## config.mk

```make
export PLATFORM = sky130hd
export DESIGN_NAME = quadrature_wheel_decoder
export DESIGN_NICKNAME = d
export VERILOG_FILES = /design/src/verilog/wheel_decoder_pkg.sv /design/src/verilog/wheel_filter_if.sv /design/src/verilog/quadrature_wheel_decoder.sv /design/src/verilog/phase_filter.sv
export SDC_FILE = /design/constraint.sdc
export NUM_CORES = 1
export LEC_CHECK = 0
export ABC_AREA = 1
export BUFFER_PORTS_ARGS = -buffer_cell sky130_fd_sc_hd__buf_2
export CAP_MARGIN = 5
export CORE_MARGIN = 3
export CORE_UTILIZATION = 45
export DETAILED_ROUTE_END_ITERATION = 10
export PLACE_DENSITY = 0.69
export SYNTH_ARGS = -nofsm -noshare
export SYNTH_HDL_FRONTEND = slang
export SYNTH_HIERARCHICAL = 1
export SYNTH_SLANG_ARGS = --single-unit
```

## constraint.sdc

```tcl
create_clock -name hclk -period 2.8 [get_ports hclk]
set_input_delay 0.14 -clock hclk [delete_from_list [all_inputs] [get_ports hclk]]
set_output_delay 0.14 -clock hclk [all_outputs]
set_load 0.03 [all_outputs]
```

## src/verilog/wheel_decoder_pkg.sv

```systemverilog
`default_nettype none
package wheel_decoder_pkg;
  // Register indices; the byte address is four times the index
  localparam logic [7:0] EDGE_COUNT_SNAPSHOT_IDX = 8'hd0;
  localparam logic [7:0] FILTER_POLARITY_CONFIG_IDX = 8'hd1;
  localparam logic [7:0] PHASE_A_PIN_SELECT_IDX = 8'hd2;
  localparam logic [7:0] PHASE_B_PIN_SELECT_IDX = 8'hd3;
  localparam logic [7:0] DECODER_RESET_CTRL_IDX = 8'hd6;
  localparam logic [7:0] COUNT_MODE_SELECT_IDX = 8'hd7;
  localparam logic [7:0] SNAPSHOT_LOAD_CTRL_IDX = 8'hd8;

  // Reset values
  localparam logic [7:0] EDGE_COUNT_SNAPSHOT_RST = 8'h00;
  localparam logic [7:0] FILTER_POLARITY_CONFIG_RST = 8'h00;
  localparam logic [7:0] PHASE_A_PIN_SELECT_RST = 8'h00;
  localparam logic [7:0] PHASE_B_PIN_SELECT_RST = 8'h01;
  localparam logic [7:0] DECODER_RESET_CTRL_RST = 8'h00;
  localparam logic [7:0] COUNT_MODE_SELECT_RST = 8'h00;
  localparam logic [7:0] SNAPSHOT_LOAD_CTRL_RST = 8'h00;
  localparam logic [7:0] LIVE_COUNT_RST = 8'h00;

  // Implemented bits of each register; the rest read as zero
  localparam logic [7:0] CONFIG_MASK = 8'h37;
  localparam logic [7:0] PIN_SELECT_MASK = 8'h07;
  localparam logic [7:0] SINGLE_BIT_MASK = 8'h01;

  // Field positions
  localparam int FILTER_LSB = 0;
  localparam int FILTER_W = 3;
  localparam int POLARITY_BIT = 4;
  localparam int SHUTTLE_BIT = 5;
  localparam int PIN_SELECT_LSB = 0;
  localparam int PIN_SELECT_W = 3;
  localparam int CTRL_BIT = 0;

  // Timing
  localparam int HCLK_PERIOD_NS = 25;
  localparam int SLOW_CLOCK_PERIOD_NS = 31250;
  localparam int SLOW_DIV_CYCLES = SLOW_CLOCK_PERIOD_NS / HCLK_PERIOD_NS;
  localparam int SLOW_DIV_W = 11;
  localparam logic [SLOW_DIV_W-1:0] SLOW_DIV_LAST = SLOW_DIV_W'(SLOW_DIV_CYCLES - 1);
  localparam int PRESC_W = 7;
  // Jitter threshold 3 * 2^(n+1) slow periods, seen through samples every 2^n periods
  localparam int FILTER_CNT_W = 3;
  localparam logic [FILTER_CNT_W-1:0] FILTER_SAMPLES = 3'h6;

  localparam int PHASES = 2;
  localparam int PIN_COUNT = 8;

  // AHB-Lite
  localparam logic [1:0] HRESP_OKAY = 2'h0;
  localparam int HTRANS_ACTIVE_BIT = 1;

  typedef enum logic [3:0] {
    BUS_IDLE = 4'b0001,
    BUS_WRITE = 4'b0010,
    BUS_READ_WAIT = 4'b0100,
    BUS_READ_DONE = 4'b1000
  } bus_state_t;
endpackage
`default_nettype wire

```

## src/verilog/wheel_filter_if.sv

```systemverilog
`timescale 1ns/1ps
`default_nettype none
interface wheel_filter_if;
  logic sample_stb;
  logic clear;
  logic [1:0] raw;
  logic [1:0] clean;
  modport core (output sample_stb, output clear, output raw, input clean);
  modport filter (input sample_stb, input clear, input raw, output clean);
endinterface
`default_nettype wire

```

## src/verilog/quadrature_wheel_decoder.sv

```systemverilog
`timescale 1ns/1ps
`default_nettype none
// Operation
// - Phase A and phase B each come from one of eight pins chosen by its own 3-bit selector.
// - The live edge counter is never visible on the bus.
// - In common mode without the shuttle bit the counter steps by one only once both phases have reached matching levels.
// - In double accuracy mode the counter steps by one on every edge of either phase, except when both phases change in the same cycle.
// - The snapshot register changes only when a load command copies the live counter into it or a read clears it.
// - The load bit clears itself once the copy is done so software can poll it.
// - The snapshot register holds the edge count and is cleared when software reads it.
// - Writing one to the reset bit resets the decoder and zeroes the live counter.
// - Both phases are debounced with a 3-bit window setting n so short disturbances count nothing.
// - Levels shorter than three times 2^(n+1) slow clock periods are ignored as jitter.
// - Inputs are sampled on a clock of 2^n slow clock periods.
// - The decoder runs on a 32 kHz time base so that it keeps counting in suspend.
// - The shuttle bit makes the decoder accept two phases with non-overlapping pulses.
module quadrature_wheel_decoder
(
  input wire logic hclk,
  input wire logic hresetn,
  input wire logic hsel,
  input wire logic [31:0] haddr,
  input wire logic [1:0] htrans,
  input wire logic hwrite,
  input wire logic [2:0] hsize,
  input wire logic [31:0] hwdata,
  input wire logic hready,
  output logic [31:0] hrdata,
  output logic hreadyout,
  output logic [1:0] hresp,
  input wire logic [wheel_decoder_pkg::PIN_COUNT-1:0] wheel_pin_in
);
  import wheel_decoder_pkg::*;

  // Bus and register state
  bus_state_t state_reg;
  bus_state_t state_next;
  logic [7:0] dp_index_reg;
  logic [7:0] dp_index_next;
  logic dp_hit_reg;
  logic dp_hit_next;
  logic [31:0] hrdata_reg;
  logic [31:0] hrdata_next;
  logic [7:0] snapshot_reg;
  logic [7:0] snapshot_next;
  logic [7:0] config_reg;
  logic [7:0] config_next;
  logic [7:0] pin_a_reg;
  logic [7:0] pin_a_next;
  logic [7:0] pin_b_reg;
  logic [7:0] pin_b_next;
  logic [7:0] reset_ctrl_reg;
  logic [7:0] reset_ctrl_next;
  logic [7:0] mode_reg;
  logic [7:0] mode_next;
  logic [7:0] load_reg;
  logic [7:0] load_next;

  // Decoder state
  logic [SLOW_DIV_W-1:0] div_reg;
  logic [SLOW_DIV_W-1:0] div_next;
  logic [PRESC_W-1:0] presc_reg;
  logic [PRESC_W-1:0] presc_next;
  logic [1:0] prev_reg;
  logic [1:0] prev_next;
  logic [7:0] live_reg;
  logic [7:0] live_next;

  logic slow_tick;
  logic [FILTER_W-1:0] filter_n;
  logic polarity;
  logic shuttle;
  logic double_mode;
  logic decoder_clear;
  logic [1:0] edge_seen;
  logic step_up;
  logic step_down;

  wheel_filter_if fif();

  phase_filter u_filter (
    .hclk(hclk),
    .hresetn(hresetn),
    .fif(fif)
  );

  function automatic logic [7:0] read_reg(input logic [7:0] idx, input logic hit);
    logic [7:0] val;
    val = 8'h00;
    if (hit)
    begin
      case (idx)
        EDGE_COUNT_SNAPSHOT_IDX: val = snapshot_reg;
        FILTER_POLARITY_CONFIG_IDX: val = config_reg;
        PHASE_A_PIN_SELECT_IDX: val = pin_a_reg;
        PHASE_B_PIN_SELECT_IDX: val = pin_b_reg;
        DECODER_RESET_CTRL_IDX: val = reset_ctrl_reg;
        COUNT_MODE_SELECT_IDX: val = mode_reg;
        SNAPSHOT_LOAD_CTRL_IDX: val = load_reg;
        default: val = 8'h00;
      endcase
    end
    return val;
  endfunction

  function automatic logic select_pin(input logic [7:0] sel, input logic [PIN_COUNT-1:0] pins);
    return pins[sel[PIN_SELECT_LSB +: PIN_SELECT_W]];
  endfunction

  function automatic logic [PRESC_W-1:0] sync_last(input logic [FILTER_W-1:0] n);
    logic [7:0] span;
    span = 8'h01 << n;
    return PRESC_W'(span - 8'h01);
  endfunction

  assign filter_n = config_reg[FILTER_LSB +: FILTER_W];
  assign polarity = config_reg[POLARITY_BIT];
  assign shuttle = config_reg[SHUTTLE_BIT];
  assign double_mode = mode_reg[CTRL_BIT];
  assign decoder_clear = reset_ctrl_reg[CTRL_BIT];

  assign hrdata = hrdata_reg;
  assign hreadyout = (state_reg != BUS_READ_WAIT);
  assign hresp = HRESP_OKAY;

  // Register bus
  always_comb
  begin
    state_next = state_reg;
    dp_index_next = dp_index_reg;
    dp_hit_next = dp_hit_reg;
    hrdata_next = hrdata_reg;
    snapshot_next = snapshot_reg;
    config_next = config_reg;
    pin_a_next = pin_a_reg;
    pin_b_next = pin_b_reg;
    reset_ctrl_next = reset_ctrl_reg;
    mode_next = mode_reg;
    load_next = load_reg;

    // Reset command acts for one cycle only
    reset_ctrl_next[CTRL_BIT] = 1'b0;

    unique case (state_reg)
      BUS_IDLE, BUS_READ_DONE:
      begin
        state_next = BUS_IDLE;
      end
      BUS_WRITE:
      begin
        state_next = BUS_IDLE;
        if (dp_hit_reg)
        begin
          case (dp_index_reg)
            FILTER_POLARITY_CONFIG_IDX: config_next = hwdata[7:0] & CONFIG_MASK;
            PHASE_A_PIN_SELECT_IDX: pin_a_next = hwdata[7:0] & PIN_SELECT_MASK;
            PHASE_B_PIN_SELECT_IDX: pin_b_next = hwdata[7:0] & PIN_SELECT_MASK;
            DECODER_RESET_CTRL_IDX: reset_ctrl_next = hwdata[7:0] & SINGLE_BIT_MASK;
            COUNT_MODE_SELECT_IDX: mode_next = hwdata[7:0] & SINGLE_BIT_MASK;
            SNAPSHOT_LOAD_CTRL_IDX: load_next = hwdata[7:0] & SINGLE_BIT_MASK;
            default: state_next = BUS_IDLE;
          endcase
        end
      end
      BUS_READ_WAIT:
      begin
        // The wait cycle lets a write just before land first
        state_next = BUS_READ_DONE;
        hrdata_next = {24'h00_0000, read_reg(dp_index_reg, dp_hit_reg)};
        if (dp_hit_reg && dp_index_reg == EDGE_COUNT_SNAPSHOT_IDX)
        begin
          snapshot_next = EDGE_COUNT_SNAPSHOT_RST;
        end
      end
    endcase

    if (load_reg[CTRL_BIT])
    begin
      snapshot_next = live_reg;
      load_next[CTRL_BIT] = 1'b0;
    end

    if (hsel && htrans[HTRANS_ACTIVE_BIT] && hready)
    begin
      state_next = hwrite ? BUS_WRITE : BUS_READ_WAIT;
      dp_index_next = haddr[9:2];
      dp_hit_next = (haddr[31:10] == 22'h00_0000) && (haddr[1:0] == 2'h0);
    end
  end

  always_ff @(posedge hclk or negedge hresetn)
  begin
    if (!hresetn)
    begin
      state_reg <= BUS_IDLE;
      dp_index_reg <= 8'h00;
      dp_hit_reg <= 1'b0;
      hrdata_reg <= 32'h0000_0000;
      snapshot_reg <= EDGE_COUNT_SNAPSHOT_RST;
      config_reg <= FILTER_POLARITY_CONFIG_RST;
      pin_a_reg <= PHASE_A_PIN_SELECT_RST;
      pin_b_reg <= PHASE_B_PIN_SELECT_RST;
      reset_ctrl_reg <= DECODER_RESET_CTRL_RST;
      mode_reg <= COUNT_MODE_SELECT_RST;
      load_reg <= SNAPSHOT_LOAD_CTRL_RST;
    end
    else
    begin
      state_reg <= state_next;
      dp_index_reg <= dp_index_next;
      dp_hit_reg <= dp_hit_next;
      hrdata_reg <= hrdata_next;
      snapshot_reg <= snapshot_next;
      config_reg <= config_next;
      pin_a_reg <= pin_a_next;
      pin_b_reg <= pin_b_next;
      reset_ctrl_reg <= reset_ctrl_next;
      mode_reg <= mode_next;
      load_reg <= load_next;
    end
  end

  assign slow_tick = (div_reg == SLOW_DIV_LAST);
  // Sync strobe every 2^n ticks
  // A count left over from a wider window fires on the next slow tick instead of wrapping
  assign fif.sample_stb = slow_tick && (presc_reg >= sync_last(filter_n));
  assign fif.clear = decoder_clear;
  assign fif.raw = {select_pin(pin_b_reg, wheel_pin_in), select_pin(pin_a_reg, wheel_pin_in)} ^ {2{polarity}};
  assign edge_seen = fif.clean ^ prev_reg;

  // Edge decoding and live counter
  always_comb
  begin
    div_next = slow_tick ? '0 : div_reg + 11'h001;
    presc_next = presc_reg;
    if (fif.sample_stb)
    begin
      presc_next = '0;
    end
    else if (slow_tick)
    begin
      presc_next = presc_reg + 7'h01;
    end
    prev_next = fif.clean;
    step_up = 1'b0;
    step_down = 1'b0;

    if (shuttle)
    begin
      // Separate pulses, A up and B down
      step_up = double_mode ? edge_seen[0] : (edge_seen[0] & fif.clean[0]);
      step_down = double_mode ? edge_seen[1] : (edge_seen[1] & fif.clean[1]);
    end
    else if (edge_seen[0] ^ edge_seen[1])
    begin
      // Common mode waits for matching levels
      if (double_mode || (fif.clean[0] == fif.clean[1]))
      begin
        if (edge_seen[0])
        begin
          step_up = (fif.clean[0] != fif.clean[1]);
        end
        else
        begin
          step_up = (fif.clean[1] == fif.clean[0]);
        end
        step_down = !step_up;
      end
    end

    // Live counter has no bus path
    live_next = live_reg;
    if (step_up && !step_down)
    begin
      live_next = live_reg + 8'h01;
    end
    else if (step_down && !step_up)
    begin
      live_next = live_reg - 8'h01;
    end

    if (decoder_clear)
    begin
      live_next = LIVE_COUNT_RST;
      prev_next = 2'h0;
      presc_next = '0;
    end
  end

  always_ff @(posedge hclk or negedge hresetn)
  begin
    if (!hresetn)
    begin
      div_reg <= '0;
      presc_reg <= '0;
      prev_reg <= 2'h0;
      live_reg <= LIVE_COUNT_RST;
    end
    else
    begin
      div_reg <= div_next;
      presc_reg <= presc_next;
      prev_reg <= prev_next;
      live_reg <= live_next;
    end
  end
endmodule
`default_nettype wire

```

## src/verilog/phase_filter.sv

```systemverilog
`timescale 1ns/1ps
`default_nettype none
module phase_filter
(
  input wire logic hclk,
  input wire logic hresetn,
  wheel_filter_if.filter fif
);
  import wheel_decoder_pkg::*;

  logic [PHASES-1:0] sample_reg;
  logic [PHASES-1:0] sample_next;
  logic [PHASES-1:0] clean_reg;
  logic [PHASES-1:0] clean_next;
  logic [PHASES-1:0][FILTER_CNT_W-1:0] cnt_reg;
  logic [PHASES-1:0][FILTER_CNT_W-1:0] cnt_next;

  assign fif.clean = clean_reg;

  genvar g;
  generate
    for (g = 0; g < PHASES; g++)
    begin : g_phase
      always_comb
      begin
        sample_next[g] = sample_reg[g];
        clean_next[g] = clean_reg[g];
        cnt_next[g] = cnt_reg[g];
        if (fif.clear)
        begin
          sample_next[g] = 1'b0;
          clean_next[g] = 1'b0;
          cnt_next[g] = '0;
        end
        else if (fif.sample_stb)
        begin
          sample_next[g] = fif.raw[g];
          if (sample_reg[g] != clean_reg[g])
          begin
            if (cnt_reg[g] == FILTER_SAMPLES - 3'h1)
            begin
              clean_next[g] = sample_reg[g];
              cnt_next[g] = '0;
            end
            else
            begin
              cnt_next[g] = cnt_reg[g] + 3'h1;
            end
          end
          else
          begin
            cnt_next[g] = '0;
          end
        end
      end

      always_ff @(posedge hclk or negedge hresetn)
      begin
        if (!hresetn)
        begin
          sample_reg[g] <= 1'b0;
          clean_reg[g] <= 1'b0;
          cnt_reg[g] <= '0;
        end
        else
        begin
          sample_reg[g] <= sample_next[g];
          clean_reg[g] <= clean_next[g];
          cnt_reg[g] <= cnt_next[g];
        end
      end
    end
  endgenerate
endmodule
`default_nettype wire

```

==> results of run 1 <==
## metal layers
metal  vias to the layer above  track usage (%)  share of wire, %
met2                       108             32.0                50
met4                         0             8.78               3.1
met5                         -                0                 0
li1                       2136                -                 -
met1                      2035             20.8                42
met3                        24             3.98               4.3
## area by class of cell
cell class                 count  area, um2  area share (%)
clock buffer                  11        151            2.67
timing repair buffer          78        465            8.20
inverter                      86        325            5.73
sequential                    81       2030            35.8
multi-input combinational    439       2490            43.9
clock inverter                 5       38.8           0.683
tap                          136        170            3.00
## where the power goes
part,switching [mW],leakage (nW),internal [mW]
clock,0.440,0.0959,0.375
combinational,0.161,1.80,0.0767
sequential,0.0218,1.03,1.20
total,0.622,2.93,1.65
## final timing paths
path	startpoint	end	slack (ns)	cells past startpoint
min reg2reg	load_reg[0]	load_reg[0]	0.47	1
max reg2reg	config_reg[1]	u_filter/cnt_reg[5]	0.22	16
min	hwdata[5]	config_reg[5]	0.04	3
min in group asynchronous	hresetn	div_reg[4]	0.46	2
max in group asynchronous	hresetn	config_reg[1]	1.57	2
max	config_reg[1]	u_filter/cnt_reg[5]	0.22	16
## cell families (layout without fill, tap and decap cells)
family                     Yosys count  in the layout
adders and majority gates           20             20
other                                1             26
xor gates and xnor gates            15             15
DFF                                 81             81
AOI/OAI and AO/OA                  102            102
buffers and inverters              119            180
and+or+nand+nor                    275            275
muxes                                1              1
## per-stage QoR
stage / setup TNS, ns / std cells / setup WS [ns] / utilization [%]
floorplan: 0 / 639 / 0.358 / -
global placement: 0 / 806 / 0.167 / 50.5
detailed placement: 0 / 806 / 0.0774 / 50.5
CTS: 0 / 832 / 0.0572 / 53.2
global route: -0.0430 / 836 / -0.0120 / 54.0
finish: 0 / 836 / 0.222 / 54.0
## worst register-to-register path: cells and delay by family, from the launching register on
| family | cells | cell delay [ns] |
|---|---|---|
| flops | 1 | 0.45 |
| simple gates | 4 | 0.59 |
| fa+ha+maj | 2 | 0.46 |
| compound gates | 8 | 0.80 |
| buf+inv | 2 | 0.16 |
## placed cells by master, fill, tap and decap left out, drive strengths merged
cell type    synthesis  final
fa                   1      1
a21o                 1      1
a22o                 2      2
nor4                10     10
o211ai               5      5
xor2                 6      6
ha                  19     19
clkinv               1      4
inv                 85     86
clkbuf               3     11
nand4               19     19
a31oi                1      1
mux2i                1      1
a21boi               1      1
dfstp                2      2
nor3                 8      8
clkinvlp             0      1
nand3b               1      1
a21oi               24     24
dlygate4sd3          0     10
dfrtp               79     79
o21ai               56     56
or2                  1      1
xnor2                9      9
conb                 1     26
o21a                 2      2
nor2                57     57
buf                 30     68
nand3               47     47
o22ai               10     10
nand2              132    132
## what timing repair did
action                                  CTS  global route
endpoints found under the setup margin    0            13
resized for setup                         0            17
buffers inserted                          0             4
hold endpoints to repair                 89             0
hold buffers                             10             0
==> impl_results.md, run 1 <==
- Antenna violations before repair: 0
- Critical path start-end classification: reg -> reg
- Total via count in the routed design: 4303
- Total placed instance area: 5310 um2
- Clock root buffer master: clkbuf_8
- Top-Level Pins: 117
- Power Density: 400 nW/um2
- First-pass GRT wire length: 18600 um
- Most area-consuming cells after synthesis: dfrtp_1, nand2_1, inv_1, ha_1, nand3_1
- Share of final-layout standard cells stronger than drive strength 1: 20.7%
- Row count: 37
- Global-route total usage across every layer: 18.2%
- Dominant combinational cell family by area after synthesis: simple AND/OR/NAND/NOR gates
- Last weighted congestion value of the routability-driven placer: 0.870
- Final wirelength: 10700 um
- Yosys Warn Count: 6
- Max-capacitance violation count: 0
- Largest fanout on the critical path: 10
- Clock edge transition at the registers on the reported setup and hold paths: 0.08 ns
- Number of different library cells in the post-synthesis netlist: 45
- Clock sink count: 81
- Pin count of the biggest net entering global routing: 82
- Final-layout worst hold slack: 0.0429 ns
- Critical Path RT: 3.05 ns
- Number of setup violations in the final report: 0
- Area share of the largest cell type after synthesis: 40.0%
- Post-layout min period: 2.58 ns
- Share of synthesized cell area in full adder, half adder and majority cells: 5.21%
- Total grt overflow: 0
- Core region area: 10500 um2
- Die outline area: 12300 um2
- Post-detailed-route via-to-cell ratio: 5.15
- Width of the die: 111 um
- TritonCTS clock tree: done
- Average cell area after synthesis: 8.05 um2
- Number of buffers and inverters on the critical path: 2
- Height of the chip: 111 um
- Part of the Yosys area used for sequential elements: 41.0%
- Synthesis-to-layout area growth: 14.8%
- Cell area after technology mapping: 4940 um2
- Commonest cells in the netlist: nand2_1, dfrtp_1, inv_1
- Setup clock skew after layout: 0.00977 ns
- Arrival time at the worst endpoint: 2.83 ns
- Ys flop type: dfrtp_1
- Cell Chain, Critical Path: nor2_2, nand2_2, ha_4, o21ai_2, o21ai_1, o211ai_1, ha_1, a21oi_1, o21a_1, o211ai_1, nand2_1, inv_2, nor2_4, inv_4, a21oi_1, a21oi_1
- Final-report hold violation count: 0
- Flop and latch count out of synthesis: 81
- Power after layout: 2.27 mW
- Number of pins with negative max-slew slack in the final report: 0
- Iteration count of the initial detailed-routing pass: 4
- Max stage delay on crit path: 0.45 ns
- Max transition margin: 31.5%
- Share of flip-flops with an asynchronous set or reset: 100%
- Starting density of the core: 47.1%
- Placed wire-length estimate: 8050 um
- Drt wl/cell: 12.8 um
- Maximum root-to-sink buffer count: 2
- Insertion delay of the later-clocked pin in the worst-skew pair: 0.36 ns
- Highest ir drop seen on vdd: 0.301 mV
- Class of the tightest hold or removal check: in -> reg
- Number of CTS-inserted buffers: 9
- Dominant cell type by count on the critical path: a21oi_1
- Most frequently used cell type in the post-synthesis netlist: nand2_1
- Share of cell area taken by muxes after synthesis: 0.202%
- Synth Area in XOR/XNOR: 2.66%
- Via count of the first global-routing pass: 4307
- Area fraction in and, or, nand and nor cells after synthesis: 27.4%
- Post-synth EDFFs: 0
- Antenna diodes: 0
- Compound-cell area share of the yosys netlist: 12.0%
- Detailed Route Iter0 Violations: 185
- Total number of H-tree levels: 3
- Flip-flop count of the largest register after layout: 11
- Setup crit start kind: flop
- Element type at the critical path end: flop
- IO Port Bufs: 59
- Cell type contributing the most total cell area after synthesis: dfrtp_1
- Count of antenna-violating nets left after detailed routing: 0
- Kind of cell with the highest combined delay on the critical path: compound AO/OA/AOI/OAI gates
- Leakage dissipation: 2.93 nW
- Cell with the largest stage delay on the worst path: dfrtp_2
- Post-Layout Inst Area: 5680 um2
- Number of instances in the synthesized netlist: 614
- DRC: 0
- Run status: finished clean
- Measured slew at the worst slew-check pin: 1.03 ns
- Count of fill cells added during filler insertion: 966
- Final net count: 797
- Max Clock Freq: 0.388 GHz
- Final clock period utilization by the worst path: 92.1%
Note: power is estimated with default switching activity, not from simulation.
==> run 2, diff against run 1 <==
--- a/config.mk
+++ b/config.mk
@@ -5,7 +5,6 @@
 export SDC_FILE = /design/constraint.sdc
 export NUM_CORES = 1
 export LEC_CHECK = 0
-export ABC_AREA = 1
 export BUFFER_PORTS_ARGS = -buffer_cell sky130_fd_sc_hd__buf_2
 export CAP_MARGIN = 5
 export CORE_MARGIN = 3
==> run 2 against run 1 <==
- the flow now finishes with violations (negative setup slack)
- synthesized cell count decreased by 25%
- flip-flop and latch count unchanged
- clock power increased by 19%
- sequential power about the same
- wire length increased by 1.6%
- largest cell class unchanged
- highest routed layer unchanged
==> impl_results.md, run 2 <==
- Commonest cells in the netlist: dfrtp_1, nand2_1, nor2_1 (was nand2_1, dfrtp_1, inv_1)
- Most frequent cells in the layout: dfrtp_1, buf_2, nand2_1, buf_4, nor2_1 (was nand2_1, inv_1, dfrtp_1, buf_2, nor2_1)
- Element type at the critical path end: flop (unchanged)
- Final net count: 666 (was 797)
- DRC: 0 (unchanged)
- Number of different library cells in the post-synthesis netlist: 67 (was 45)
- Die outline area: 11900 um2 (was 12300 um2)
- Max transition margin: 32.4% (was 31.5%)
- Global-route total usage across every layer: 18.8% (was 18.2%)
- Worst hold endpoint: config_reg[5] (unchanged)
- Critical Path RT: 3.06 ns (was 3.05 ns)
- Reg2Reg Launch Point: u_filter/fif.clean[0] (was config_reg[1])
- Worst hold path startpoint: hwdata[5] (unchanged)
- TritonCTS clock tree: done (unchanged)
- Unrepaired setup endpoints after global routing: true
- Number of setup violations in the final report: 3 (was 0)
- Number of instances in the synthesized netlist: 463 (was 614)
- Detailed Route Iter0 Violations: 168 (was 185)
- Number of cells on the worst reg-to-reg path: 13 (was 16)
- Synthesis-to-layout area growth: 25.7% (was 14.8%)
- Share of final-layout standard cells stronger than drive strength 1: 33.4% (was 20.7%)
- Run status: finished, violations left (was finished clean)
- Antenna violations before repair: 0 (unchanged)
- First-pass GRT wire length: 17700 um (was 18600 um)
- Total grt overflow: 0 (unchanged)
- Power after layout: 2.39 mW (was 2.27 mW)
- Post-layout min period: 2.88 ns (was 2.58 ns)
- Critical path start-end classification: reg -> reg (unchanged)
- Most area-consuming cells after synthesis: dfrtp_1, ha_1, buf_4, nand2_1, mux2i_1 (was dfrtp_1, nand2_1, inv_1, ha_1, nand3_1)
- Number of pins with negative max-slew slack in the final report: 0 (unchanged)
- Part of the Yosys area used for sequential elements: 42.5% (was 41.0%)
- Clock root buffer master: clkbuf_8 (unchanged)
- Iteration count of the initial detailed-routing pass: 4 (unchanged)
- Yosys Warn Count: 6 (unchanged)
- Placed wire-length estimate: 7570 um (was 8050 um)
- Pin count of the biggest net entering global routing: 82 (unchanged)
- Cell area after technology mapping: 4770 um2 (was 4940 um2)
- Via count of the first global-routing pass: 3705 (was 4307)
- Largest fanout on the critical path: 6 (was 10)
- Ys flop type: dfrtp_1 (unchanged)
- Total number of H-tree levels: 3 (unchanged)
- Antenna diodes: 0 (unchanged)
- Hold Path Cell Cnt: 2 (was 3)
- Most frequently used cell type in the post-synthesis netlist: dfrtp_1 (was nand2_1)
- Height of the chip: 109 um (was 111 um)
- Endpoint of the lowest-slack register-to-register path: live_reg[6] (was u_filter/cnt_reg[5])
- Cell type contributing the most total cell area after synthesis: dfrtp_1 (unchanged)
- Final clock period utilization by the worst path: 103% (was 92.1%)
- Clock sink count: 81 (unchanged)
- Worst setup slack after layout: -0.0753 ns (was 0.222 ns)
- Share of flip-flops with an asynchronous set or reset: 100% (unchanged)
- Post-detailed-route via-to-cell ratio: 5.41 (was 5.15)
- Flop and latch count out of synthesis: 81 (unchanged)
- Average cell area after synthesis: 10.3 um2 (was 8.05 um2)
- Maximum root-to-sink buffer count: 2 (unchanged)
- Arrival time at the worst endpoint: 3.13 ns (was 2.83 ns)
- Count of antenna-violating nets left after detailed routing: 0 (unchanged)
- Core region area: 10000 um2 (was 10500 um2)
- Final wirelength: 10900 um (was 10700 um)
- Post-layout utilization of the core: 59.7% (was 54.0%)
- Insertion delay of the later-clocked pin in the worst-skew pair: 0.35 ns (was 0.36 ns)
- Failing checks: negative setup slack
- IO Port Bufs: 59 (unchanged)
- Total via count in the routed design: 3801 (was 4303)
- Setup crit start kind: flop (unchanged)
- Max-capacitance violation count: 0 (unchanged)
- Post-synth EDFFs: 0 (unchanged)
- Row count: 36 (was 37)
- Width of the die: 109 um (was 111 um)
- Top-Level Pins: 117 (unchanged)
- Measured slew at the worst slew-check pin: 1.01 ns (was 1.03 ns)
- Setup slack of the worst register-to-register path: -0.08 ns (was 0.22 ns)
- Highest ir drop seen on vdd: 0.294 mV (was 0.301 mV)
- Final-layout worst hold slack: 0.0268 ns (was 0.0429 ns)
- Leakage dissipation: 2.73 nW (was 2.93 nW)
- Starting density of the core: 47.5% (was 47.1%)
- Max Clock Freq: 0.348 GHz (was 0.388 GHz)
- Clock edge transition at the registers on the reported setup and hold paths: 0.09 ns (was 0.08 ns)
- Area share of the largest cell type after synthesis: 41.4% (was 40.0%)
- Number of CTS-inserted buffers: 9 (unchanged)
- Drt wl/cell: 15.5 um (was 12.8 um)
- Final-report hold violation count: 0 (unchanged)
- Leading cell type in the layout, fill and taps excluded: dfrtp_1 (was nand2_1)
- Flip-flop count of the largest register after layout: 11 (unchanged)
- Class of the tightest hold or removal check: in -> reg (unchanged)
- Setup clock skew after layout: 0.00996 ns (was 0.00977 ns)
- Power Density: 399 nW/um2 (was 400 nW/um2)
- Last weighted congestion value of the routability-driven placer: 0.795 (was 0.870)
## run 2: cell types whose count changed in the layout (fill, tap and decap cells not counted), sizes merged, moves of 12 or more
cell,before,now
mux2i,1,14
nand3,47,9
nand2b,0,12
nand4,19,6
o21ai,56,24
inv,86,16
nand2,132,47
mux2,0,13
nor2,57,33
buf,68,95
## run 2: cell type report
cell class | instances | area (um2)
Timing Repair Buffer | 105 | 688
Multi-Input combinational cell | 351 | 2820
Sequential cell | 81 | 2030
Inverter | 16 | 62.6
Clock inverter | 6 | 90.1
Fill cell | 810 | 4050
Clock buffer | 10 | 138
Tap cell | 133 | 166
## run 2: logic make-up (layout without fill, tap and decap cells)
kind of cell,count (synthesis),count (layout),share of synthesized area [%]
simple gates,169,169,19.9
compound gates,83,83,11.9
flops,81,81,42.5
buf+inv,56,137,6.95
mux,32,32,8.91
xor+xnor,21,21,4.33
fa+ha+maj,20,20,5.40
other cells,1,26,0.0786
## run 2: power by group
group	total, mW	internal, mW	switching [mW]	leakage [nW]
sequential	1.24	1.19	0.0446	1.08
combinational	0.188	0.0727	0.115	1.54
clock	0.969	0.530	0.439	0.113
total	2.39	1.79	0.599	2.73
## run 2: worst max-delay path, cell delays in order (launching register included)
cell and delay (ns):
dfrtp_2 0.46, ha_4 0.27, nor3b_2 0.16, and2_4 0.17, o311ai_4 0.31, buf_12 0.17, inv_4 0.03, fa_2 0.34
nor2b_2 0.15, o21ai_2 0.08, a21boi_2 0.16, o21a_1 0.17, nor3_2 0.06, o32ai_2 0.25
## run 2: stage by stage
stage / setup slack (ns) / area [um2] / TNS, ns / instances
floorplan: -0.0445 / 4980 / -0.156 / 488
global placement: -0.0530 / 5300 / -0.0692 / 658
detailed placement: -0.164 / 5300 / -0.327 / 658
CTS: -0.0749 / 5780 / -0.219 / 695
global route: -0.226 / 6000 / -2.33 / 702
finish: -0.0753 / 6000 / -0.135 / 702
## run 2: routing by layer
metal,vias up,routed length [um],track usage [%]
li1,1807,-,-
met1,1869,4730,25.4
met2,112,5450,30.6
met3,13,541,3.67
met4,0,152,5.68
met5,-,0,0
## run 2: repair_timing
item / in CTS / in global routing
setup buffers: 12 / 7
setup endpoints to repair: 8 / 19
gates resized for setup: 13 / 33
endpoints found under the hold margin: 41 / 0
hold buffers: 10 / 0
pin swaps: 25 / 21
## run 2: how the worst max path moves through the flow
stage / slack [ns] / from / endpoint / depth (start not counted)
after floorplan: -0.04 / config_reg[0] / u_filter/cnt_reg[5] / 15
after global placement: -0.05 / u_filter/fif.clean[0] / live_reg[6] / 12
after detailed placement: -0.16 / u_filter/fif.clean[0] / live_reg[6] / 12
after CTS: -0.07 / u_filter/fif.clean[0] / live_reg[6] / 13
after global routing: -0.23 / u_filter/fif.clean[0] / live_reg[6] / 13
final: -0.08 / u_filter/fif.clean[0] / live_reg[6] / 13
